## src/mct_pkg.sv

```systemverilog
// Purpose: shared constants and types of the match/capture counter-timer block
// Assumes: 32-bit apb data, byte addresses, one aligned word per register
// Notes: timers 0 and 1 are 32 bits wide, timers 2 and 3 are 16 bits wide
package mct_pkg;

  // ************************************************************
  // geometry
  // ************************************************************
  localparam int MCT_NTMR = 4;
  localparam int MCT_NMR = 4;
  localparam int MCT_NCAP_PINS = 5;
  localparam int MCT_AW = 12;
  // per timer: counter mask, capture pins, first capture pin
  localparam logic [3:0][31:0] MCT_TC_MASK = {32'h0000FFFF, 32'h0000FFFF,
                                              32'hFFFFFFFF, 32'hFFFFFFFF};
  localparam logic [3:0][2:0] MCT_NCAP = {3'h1, 3'h1, 3'h1, 3'h2};
  localparam logic [3:0][2:0] MCT_CAP_BASE = {3'h4, 3'h3, 3'h2, 3'h0};

  // ************************************************************
  // register map: per-timer block at timer*0x40, shared block at 0x100
  // ************************************************************
  localparam logic [1:0] MCT_SEL_TMR = 2'h0;
  localparam logic [1:0] MCT_SEL_GLB = 2'h1;
  localparam logic [3:0] MCT_R_CTRL = 4'h0;
  localparam logic [3:0] MCT_R_COUNT = 4'h1;
  localparam logic [3:0] MCT_R_PSTERM = 4'h2;
  localparam logic [3:0] MCT_R_PSCNT = 4'h3;
  localparam logic [3:0] MCT_R_MACT = 4'h4;
  localparam logic [3:0] MCT_R_MVAL0 = 4'h5;
  localparam logic [3:0] MCT_R_EXTOUT = 4'h9;
  localparam logic [3:0] MCT_R_CAPCTL = 4'hA;
  localparam logic [3:0] MCT_R_CAPVAL0 = 4'hB;
  localparam logic [3:0] MCT_R_CAPVAL1 = 4'hC;
  localparam logic [3:0] MCT_R_CLRCTL = 4'hD;
  localparam logic [3:0] MCT_R_ISTAT = 4'h0;
  localparam logic [3:0] MCT_R_ICLR = 4'h1;
  localparam logic [3:0] MCT_R_IEN = 4'h2;

  // ************************************************************
  // field positions and reset values
  // ************************************************************
  localparam int MCT_CTRL_EN = 0;
  localparam int MCT_CTRL_RST = 1;
  localparam int MCT_MACT_INT = 0;
  localparam int MCT_MACT_RST = 1;
  localparam int MCT_MACT_STOP = 2;
  localparam int MCT_CAP_RISE = 0;
  localparam int MCT_CAP_FALL = 1;
  localparam int MCT_CAP_INT = 2;
  localparam int MCT_CLR_EN = 0;
  localparam int MCT_CLR_FALL = 1;
  localparam int MCT_CLR_CH = 2;
  localparam int MCT_EXT_ACT = 4;
  localparam int MCT_IST_CAP = 4;
  localparam logic [31:0] MCT_RST_ZERO = 32'h00000000;

  typedef enum logic [1:0] {
    MCT_EXT_NONE = 2'h0,
    MCT_EXT_LOW = 2'h1,
    MCT_EXT_HIGH = 2'h2,
    MCT_EXT_TOGGLE = 2'h3
  } mct_ext_e;

  typedef struct packed {
    logic en;
    logic crst;
    logic [31:0] tc;
    logic [31:0] pc;
    logic [31:0] pr;
    logic [11:0] mact;
    logic [3:0][31:0] mr;
    logic [3:0] mprev;
    logic [3:0] ext;
    logic [7:0] extact;
    logic [5:0] capctl;
    logic [1:0][31:0] cr;
    logic [2:0] clrctl;
  } mct_tmr_s;

  typedef struct packed {
    mct_tmr_s [3:0] tmr;
    logic [31:0] istat;
    logic [31:0] ien;
    logic [31:0] prdata;
  } mct_state_s;

  typedef struct packed {
    logic [3:0] wide0;
    logic [3:0] wide1;
    logic [2:0] narrow0;
    logic [1:0] narrow1;
  } mct_match_s;

endpackage : mct_pkg

```

## src/mct_sync.sv

```systemverilog
// Purpose: two-flop synchroniser with edge detection for capture pins
// Assumes: inputs are asynchronous to pclk
// Notes: edges are reported in the same cycle as the synchronised level changes
`timescale 1ns/100ps
module mct_sync
  import mct_pkg::*;
#(
  parameter int W = 5
) (
  input wire logic pclk,
  input wire logic presetn,
  input wire logic [W-1:0] din,
  output logic [W-1:0] rise,
  output logic [W-1:0] fall
);
  // [0] first stage, [1] second stage, [2] history for edges
  logic [2:0][W-1:0] st_reg;
  logic [2:0][W-1:0] st_next;

  always_comb begin
    st_next = {st_reg[1], st_reg[0], din};
  end

  always_ff @(posedge pclk or negedge presetn) begin
    if (!presetn) begin
      st_reg <= '0;
    end else begin
      st_reg <= st_next;
    end
  end

  // only the second stage and the history are looked at
  assign rise = st_reg[1] & ~st_reg[2];
  assign fall = ~st_reg[1] & st_reg[2];

endmodule : mct_sync

```

## src/mct_timer.sv

```systemverilog
// Function
// - each timer has four match registers compared with its counter
// - a match may leave the counter running and interrupts only when enabled
// - a match may stop the counter, optionally interrupting
// - a match may reset the counter to zero, optionally interrupting
// - up to four match output pins per timer, one per match register
// - on match an output goes low, high, toggles or stays
// - a chosen capture edge can clear counter and prescaler
// - clear on leading edge, capture counter on trailing edge for pulse width
// - wide timer zero drives match outputs zero to three
// - wide timer zero takes capture inputs zero and one
// - narrow timer zero takes capture input zero
// - four timers, five capture inputs, thirteen match outputs in total
//
// Purpose: four counter/timers with match and capture behind an apb slave
// Assumes: pclk 25 MHz, apb master per protocol, capture pins asynchronous
// Notes: zero-wait apb; unmapped addresses answer with pslverr
`timescale 1ns/100ps
module mct_timer
  import mct_pkg::*;
(
  input wire logic pclk,
  input wire logic presetn,
  input wire logic psel,
  input wire logic penable,
  input wire logic pwrite,
  input wire logic [MCT_AW-1:0] paddr,
  input wire logic [31:0] pwdata,
  output logic [31:0] prdata,
  output logic pready,
  output logic pslverr,
  output logic irq,
  input wire logic wide_timer0_capture_in0,
  input wire logic wide_timer0_capture_in1,
  input wire logic wide_timer1_capture_in0,
  input wire logic narrow_timer0_capture_in0,
  input wire logic narrow_timer1_capture_in0,
  output logic wide_timer0_match_out0,
  output logic wide_timer0_match_out1,
  output logic wide_timer0_match_out2,
  output logic wide_timer0_match_out3,
  output logic [3:0] wide_timer1_match_out,
  output logic [2:0] narrow_timer0_match_out,
  output logic [1:0] narrow_timer1_match_out
);

  // ************************************************************
  // capture pin synchronisation
  // ************************************************************
  logic [MCT_NCAP_PINS-1:0] cap_pins;
  logic [MCT_NCAP_PINS-1:0] cap_rise;
  logic [MCT_NCAP_PINS-1:0] cap_fall;
  logic [7:0] rise8;
  logic [7:0] fall8;

  assign cap_pins = {narrow_timer1_capture_in0, narrow_timer0_capture_in0,
                     wide_timer1_capture_in0,
                     wide_timer0_capture_in1, wide_timer0_capture_in0};

  mct_sync #(.W(MCT_NCAP_PINS)) u_sync (
    .pclk(pclk),
    .presetn(presetn),
    .din(cap_pins),
    .rise(cap_rise),
    .fall(cap_fall)
  );

  assign rise8 = {3'h0, cap_rise};
  assign fall8 = {3'h0, cap_fall};

  // ************************************************************
  // state and event decode
  // ************************************************************
  mct_state_s st_reg;
  mct_state_s st_next;
  logic [3:0][3:0] mevt;
  logic [3:0][1:0] crise;
  logic [3:0][1:0] cfall;
  logic [3:0] tick;
  logic [3:0] cclr;
  logic [3:0] mrst;
  logic [3:0] mstop;
  logic [31:0] iset;
  logic [31:0] rdata;
  logic rmapped;
  logic setup;
  logic wr_acc;
  logic [1:0] tsel;
  logic [3:0] ridx;
  logic [1:0] blk;

  assign setup = psel & ~penable;
  assign wr_acc = psel & penable & pwrite;
  assign tsel = paddr[7:6];
  assign ridx = paddr[5:2];
  assign blk = {1'b0, paddr[8]};

  // read decode of the addressed word
  always_comb begin
    rdata = MCT_RST_ZERO;
    rmapped = 1'b1;
    if (paddr[MCT_AW-1:9] != '0) begin
      rmapped = 1'b0;
    end else if (blk == MCT_SEL_GLB) begin
      if (paddr[7:6] != 2'h0) begin
        rmapped = 1'b0;
      end else if (ridx == MCT_R_ISTAT) begin
        rdata = st_reg.istat;
      end else if (ridx == MCT_R_IEN) begin
        rdata = st_reg.ien;
      end else if (ridx != MCT_R_ICLR) begin
        rmapped = 1'b0;
      end
    end else begin
      unique case (ridx)
        MCT_R_CTRL: rdata = {30'h0, st_reg.tmr[tsel].crst, st_reg.tmr[tsel].en};
        MCT_R_COUNT: rdata = st_reg.tmr[tsel].tc;
        MCT_R_PSTERM: rdata = st_reg.tmr[tsel].pr;
        MCT_R_PSCNT: rdata = st_reg.tmr[tsel].pc;
        MCT_R_MACT: rdata = {20'h0, st_reg.tmr[tsel].mact};
        4'h5, 4'h6, 4'h7, 4'h8: rdata = st_reg.tmr[tsel].mr[ridx[1:0] - 2'h1];
        MCT_R_EXTOUT: rdata = {20'h0, st_reg.tmr[tsel].extact, st_reg.tmr[tsel].ext};
        MCT_R_CAPCTL: rdata = {26'h0, st_reg.tmr[tsel].capctl};
        MCT_R_CAPVAL0: rdata = st_reg.tmr[tsel].cr[0];
        MCT_R_CAPVAL1: rdata = st_reg.tmr[tsel].cr[1];
        MCT_R_CLRCTL: rdata = {29'h0, st_reg.tmr[tsel].clrctl};
        default: rmapped = 1'b0;
      endcase
    end
  end

  // ************************************************************
  // next state
  // ************************************************************
  always_comb begin
    mct_tmr_s tm;
    logic eq;
    logic [2:0] ci;
    tm = '0;
    eq = 1'b0;
    ci = 3'h0;
    st_next = st_reg;
    mevt = '0;
    crise = '0;
    cfall = '0;
    tick = '0;
    cclr = '0;
    mrst = '0;
    mstop = '0;
    iset = '0;
    for (int t = 0; t < MCT_NTMR; t++) begin
      tm = st_reg.tmr[t];
      for (int c = 0; c < 2; c++) begin
        ci = MCT_CAP_BASE[t] + 3'(c);
        crise[t][c] = (3'(c) < MCT_NCAP[t]) && rise8[ci];
        cfall[t][c] = (3'(c) < MCT_NCAP[t]) && fall8[ci];
      end
      // chosen edge on chosen channel clears counter and prescaler
      cclr[t] = tm.clrctl[MCT_CLR_EN] && (tm.clrctl[MCT_CLR_FALL] ?
                cfall[t][tm.clrctl[MCT_CLR_CH]] : crise[t][tm.clrctl[MCT_CLR_CH]]);
      tick[t] = tm.en && !tm.crst && (tm.pc == tm.pr);
      // edge-qualified compare so a prescaled count held for many clocks acts once
      for (int i = 0; i < MCT_NMR; i++) begin
        eq = (tm.tc & MCT_TC_MASK[t]) == (tm.mr[i] & MCT_TC_MASK[t]);
        mevt[t][i] = eq && !tm.mprev[i];
        st_next.tmr[t].mprev[i] = eq;
        if (mevt[t][i]) begin
          mrst[t] = mrst[t] | tm.mact[3*i+MCT_MACT_RST];
          mstop[t] = mstop[t] | tm.mact[3*i+MCT_MACT_STOP];
          iset[8*t+i] = tm.mact[3*i+MCT_MACT_INT];
          unique case (mct_ext_e'(tm.extact[2*i+:2]))
            MCT_EXT_NONE: st_next.tmr[t].ext[i] = tm.ext[i];
            MCT_EXT_LOW: st_next.tmr[t].ext[i] = 1'b0;
            MCT_EXT_HIGH: st_next.tmr[t].ext[i] = 1'b1;
            MCT_EXT_TOGGLE: st_next.tmr[t].ext[i] = ~tm.ext[i];
          endcase
        end
      end
      if (tm.crst || cclr[t] || mrst[t]) begin
        st_next.tmr[t].tc = '0;
        st_next.tmr[t].pc = '0;
      end else if (tick[t]) begin
        st_next.tmr[t].pc = '0;
        st_next.tmr[t].tc = (tm.tc + 32'h1) & MCT_TC_MASK[t];
      end else if (tm.en) begin
        st_next.tmr[t].pc = tm.pc + 32'h1;
      end
      if (mstop[t]) begin
        st_next.tmr[t].en = 1'b0;
      end
      for (int c = 0; c < 2; c++) begin
        if ((tm.capctl[3*c+MCT_CAP_RISE] && crise[t][c]) ||
            (tm.capctl[3*c+MCT_CAP_FALL] && cfall[t][c])) begin
          st_next.tmr[t].cr[c] = tm.tc;
          iset[8*t+MCT_IST_CAP+c] = tm.capctl[3*c+MCT_CAP_INT];
        end
      end
    end
    if (setup) begin
      st_next.prdata = rdata;
    end
    // software writes override the counter's own update of the same cycle
    if (wr_acc && paddr[MCT_AW-1:9] == '0) begin
      if (blk == MCT_SEL_TMR) begin
        unique case (ridx)
          MCT_R_CTRL: begin
            st_next.tmr[tsel].en = pwdata[MCT_CTRL_EN];
            st_next.tmr[tsel].crst = pwdata[MCT_CTRL_RST];
          end
          MCT_R_PSTERM: st_next.tmr[tsel].pr = pwdata;
          MCT_R_MACT: st_next.tmr[tsel].mact = pwdata[11:0];
          4'h5, 4'h6, 4'h7, 4'h8: st_next.tmr[tsel].mr[ridx[1:0] - 2'h1] = pwdata;
          MCT_R_EXTOUT: begin
            st_next.tmr[tsel].ext = pwdata[3:0];
            st_next.tmr[tsel].extact = pwdata[MCT_EXT_ACT+:8];
          end
          MCT_R_CAPCTL: st_next.tmr[tsel].capctl = pwdata[5:0];
          MCT_R_CLRCTL: st_next.tmr[tsel].clrctl = pwdata[2:0];
          default: ;
        endcase
      end else if (paddr[7:6] == 2'h0 && ridx == MCT_R_IEN) begin
        st_next.ien = pwdata;
      end
    end
    // a new event in the cycle of its clear stays set
    st_next.istat = st_reg.istat | iset;
    if (wr_acc && blk == MCT_SEL_GLB && paddr[7:6] == 2'h0 && ridx == MCT_R_ICLR &&
        paddr[MCT_AW-1:9] == '0) begin
      st_next.istat = (st_reg.istat & ~pwdata) | iset;
    end
  end

  always_ff @(posedge pclk or negedge presetn) begin
    if (!presetn) begin
      st_reg <= '0;
    end else begin
      st_reg <= st_next;
    end
  end

  // ************************************************************
  // outputs
  // ************************************************************
  mct_match_s mout;

  assign mout = {st_reg.tmr[0].ext, st_reg.tmr[1].ext,
                 st_reg.tmr[2].ext[2:0], st_reg.tmr[3].ext[1:0]};
  assign wide_timer0_match_out0 = mout.wide0[0];
  assign wide_timer0_match_out1 = mout.wide0[1];
  assign wide_timer0_match_out2 = mout.wide0[2];
  assign wide_timer0_match_out3 = mout.wide0[3];
  assign wide_timer1_match_out = mout.wide1;
  assign narrow_timer0_match_out = mout.narrow0;
  assign narrow_timer1_match_out = mout.narrow1;
  assign prdata = st_reg.prdata;
  assign pready = 1'b1;
  assign pslverr = psel & penable & ~rmapped;
  assign irq = |(st_reg.istat & st_reg.ien);
endmodule : mct_timer

```

## config.mk

```make
export PLATFORM = sky130hd
export DESIGN_NAME = mct_timer
export DESIGN_NICKNAME = d
export VERILOG_FILES = /design/src/mct_pkg.sv /design/src/mct_sync.sv /design/src/mct_timer.sv
export SDC_FILE = /design/constraint.sdc
export NUM_CORES = 2
export LEC_CHECK = 0
export ABC_CLOCK_PERIOD_IN_PS = 8200
export BUFFER_PORTS_ARGS = -buffer_cell sky130_fd_sc_hd__buf_2
export CAP_MARGIN = 0
export CORE_MARGIN = 8
export CORE_UTILIZATION = 55
export CTS_CLUSTER_DIAMETER = 120
export CTS_CLUSTER_SIZE = 14
export DETAILED_ROUTE_END_ITERATION = 16
export PLACE_DENSITY_LB_ADDON = 0.15
export SKIP_LAST_GASP = 1
export SYNTH_ARGS = -nofsm -noshare
export SYNTH_HDL_FRONTEND = slang
export SYNTH_SLANG_ARGS = --single-unit
```

## constraint.sdc

```tcl
create_clock -name pclk -period 8.2 [get_ports pclk]
set_input_delay 1.64 -clock pclk [delete_from_list [all_inputs] [get_ports pclk]]
set_output_delay 1.64 -clock pclk [all_outputs]
set_load 0.01 [all_outputs]
```

==> results_dict.tcl <==
set metrics [dict create \
    peakVddDrop_mv 0.182 \
    cts-root-buf "clkbuf_16" \
    synth.distinct_cells 70 \
    relSlewSlack 0.0757 \
    cts_tree "yes" \
    synthCells 5831 \
    timing.final.crit_period_ps 5950 \
    cts_buffers 111 \
    ios 102 \
    ant_nets 0 \
    p_total_mw 13.5 \
    rows 131 \
    cp_max_fo 37 \
    clock_skew_ps 59.3 \
    ys_warn_count 0 \
    post_cts_buffers 0 \
    drt-total-wl_um 284000 \
    power_density_nw_per_um2 180 \
    synthMuxAreaShare 0.146 \
    synthAdderAreaFrac 0.00230 \
    slew_violations 0 \
    use_met3 0.167 \
    tightest_slew_ps 1380 \
    layout_commonest_cell "dfrtp_1" \
    drtIter0Drc 9221 \
    slowest_delay_ps 520 \
    ys_seq_area_frac 0.501 \
    top_usage_layer "met1" \
    dieHeight_um 375 \
    drive_gt1_frac 0.180 \
    first_global_vias 50200 \
    end_kind "output port" \
    met2_usage 0.540 \
    whs_path_depth 0 \
    required_ps 6560 \
    hold_viol 0 \
    async_flop_share 1.00 \
    multiInputGateArea_um2 32400 \
    holdPathEnd "u_sync.st_next[12]$_DFF_PN0_" \
    worst_setup_path_start_kind "input port" \
    hold_class "flop to flop" \
    synth_seq_cells 1419 \
    yosys.area_share.simple 0.0829 \
    clk_pin_slew_ps 60 \
    p_leak_nw 36.0 \
    hp-start "u_sync.st_next[7]$_DFF_PN0_" \
    setup_tns_ps 0 \
    setup_viol 0 \
    synth_area_leader_cell "dfrtp_1" \
    critPathKind "input port to output port" \
    avgSynthCellArea_um2 12.1 \
    clk_latency_ps 780 \
    crit_path_cell_trace "buf_2 > buf_4 > inv_1 > ha_1 > and2_2 > buf_4 > o31ai_1 > a21oi_1 > nor2_1 > buf_2" \
    status "completed" \
    htreeDepth 3 \
    grt_use_met1 0.544 \
    wl_per_cell_um 39.5 \
    crit-reg2reg-launch "st_reg[1382]$_DFF_PN0_" \
    fillers 10400 \
    nets 5574 \
    die-area_um2 141000 \
    layout_common_cells "1419 x dfrtp_1, 781 x a22o_1, 548 x xor2_1" \
    hold_buffers 0 \
    cp.arrival_ps 4310 \
    synth_nets 5898 \
    worstReg2RegEnd "st_reg[1340]$_DFF_PN0_" \
    grt_usage 0.396 \
    whs_ps 350 \
    grt.overflow.total 0 \
    synthXorXnorAreaFrac 0.0867 \
    die_x_um 375 \
    reg2reg_depth 8 \
    gp_congestion 1.05 \
    syn2layout_area_growth_pct 5.88 \
    core_area_um2 128000 \
    synth_edf_count 0 \
    io_buffers 98 \
    cap_violations 0 \
    drt_drc_violations_left 0 \
    grt_pass1_wl_um 399000 \
    yosys-top-cells-area "dfrtp_1 50%, mux4_2 11%, a22o_1 9.7%" \
    vias 53900 \
    dr.pass1.iters 9 \
    rsz0062_at_grt "false" \
    regArea_um2 35500 \
    via_per_inst 7.49 \
    synth_top_family_by_area "multiplexers" \
    worst_path_max_delay_cell "buf_4" \
    synth_compound_area_frac 0.134 \
    grt_start_max_net_pins 173 \
    antenna_found_initial 27 \
    dpl.hpwl_um 195000 \
    clock_sinks 1419 \
    synth_area_um2 70800 \
    rrSetupSlack_ps 3400 \
    initial_core_util 0.555 \
    period_share 0.725 \
    fmax_mhz 168 \
    cts-resized-gates 0 \
    synthFlopType "dfrtp_1" \
    clockBufferDepth 3 \
    synth_top_cell_area_share 0.501 \
    largest_reg_flops 1359 \
]
==> report_power, final <==
part | total [mW] | internal (mW) | switching, mW
clock | 5.01 | 2.41 | 2.60
combinational | 1.29 | 0.305 | 0.981
sequential | 7.20 | 7.06 | 0.145
==> stage by stage <==
stage	cell area (µm²)	std cells	setup slack, ps	utilization
finish	75000	7188	2250	0.587
floorplan	70800	5831	2580	-
CTS	75000	7175	2350	0.587
detailed placement	72100	7056	2350	0.564
global placement	72100	7056	2350	0.564
global route	75000	7176	2290	0.587
==> how the worst max path moves through the flow <==
stage | cells past startpoint | to | from | slack, ps
2_1_floorplan | 11 | pslverr | paddr[2] | 2580
3_3_place_gp | 10 | pslverr | paddr[2] | 2350
3_5_place_dp | 10 | pslverr | paddr[2] | 2350
4_1_cts | 10 | pslverr | paddr[2] | 2350
5_1_grt | 10 | pslverr | paddr[2] | 2290
6_report | 10 | pslverr | paddr[2] | 2250
==> routing by layer <==
layer,share of wire,wire (µm),up-vias
met2,0.41,115000,4587
met4,0.063,17900,18
met5,0.00056,158,-
met3,0.16,45400,739
met1,0.37,105000,27800
li1,-,-,20700
==> cell families after synthesis <==
family / count (synthesis)
fa+ha+maj: 13
flops: 1419
compound gates: 1186
other cells: 1
mux: 566
simple gates: 1170
xor+xnor: 701
buf+inv: 775
==> synth_stat cells, types with 96 or more instances <==
cell type,number
dfrtp_1,1419
a22o_1,783
xor2_1,548
clkbuf_1,461
mux4_2,356
nor2_1,337
nand2_1,233
mux2_2,202
xnor2_1,153
nor4_1,132
buf_2,130
nand4_1,119
a22oi_1,113
nand3_1,112
o21ai_0,99
inv_1,96
==> critical path, delay by kind of cell <==
kind / cells / cell delay (ps)
AOI/OAI and AO/OA: 2 / 630
and+or+nand+nor: 2 / 300
adders and majority gates: 1 / 440
buffers and inverters: 5 / 1250
==> final cells by class <==
cell class / instances / share of cell area
Timing Repair Buffer: 242 / 0.0234
Clock inverter: 7 / 0.00123
Sequential cell: 1419 / 0.473
Antenna cell: 13 / 0.000434
Clock buffer: 112 / 0.0374
Multi-Input combinational cell: 3637 / 0.432
Tap cell: 1662 / 0.0277
Inverter: 96 / 0.00480
Note: power is estimated with default switching activity, not from simulation.
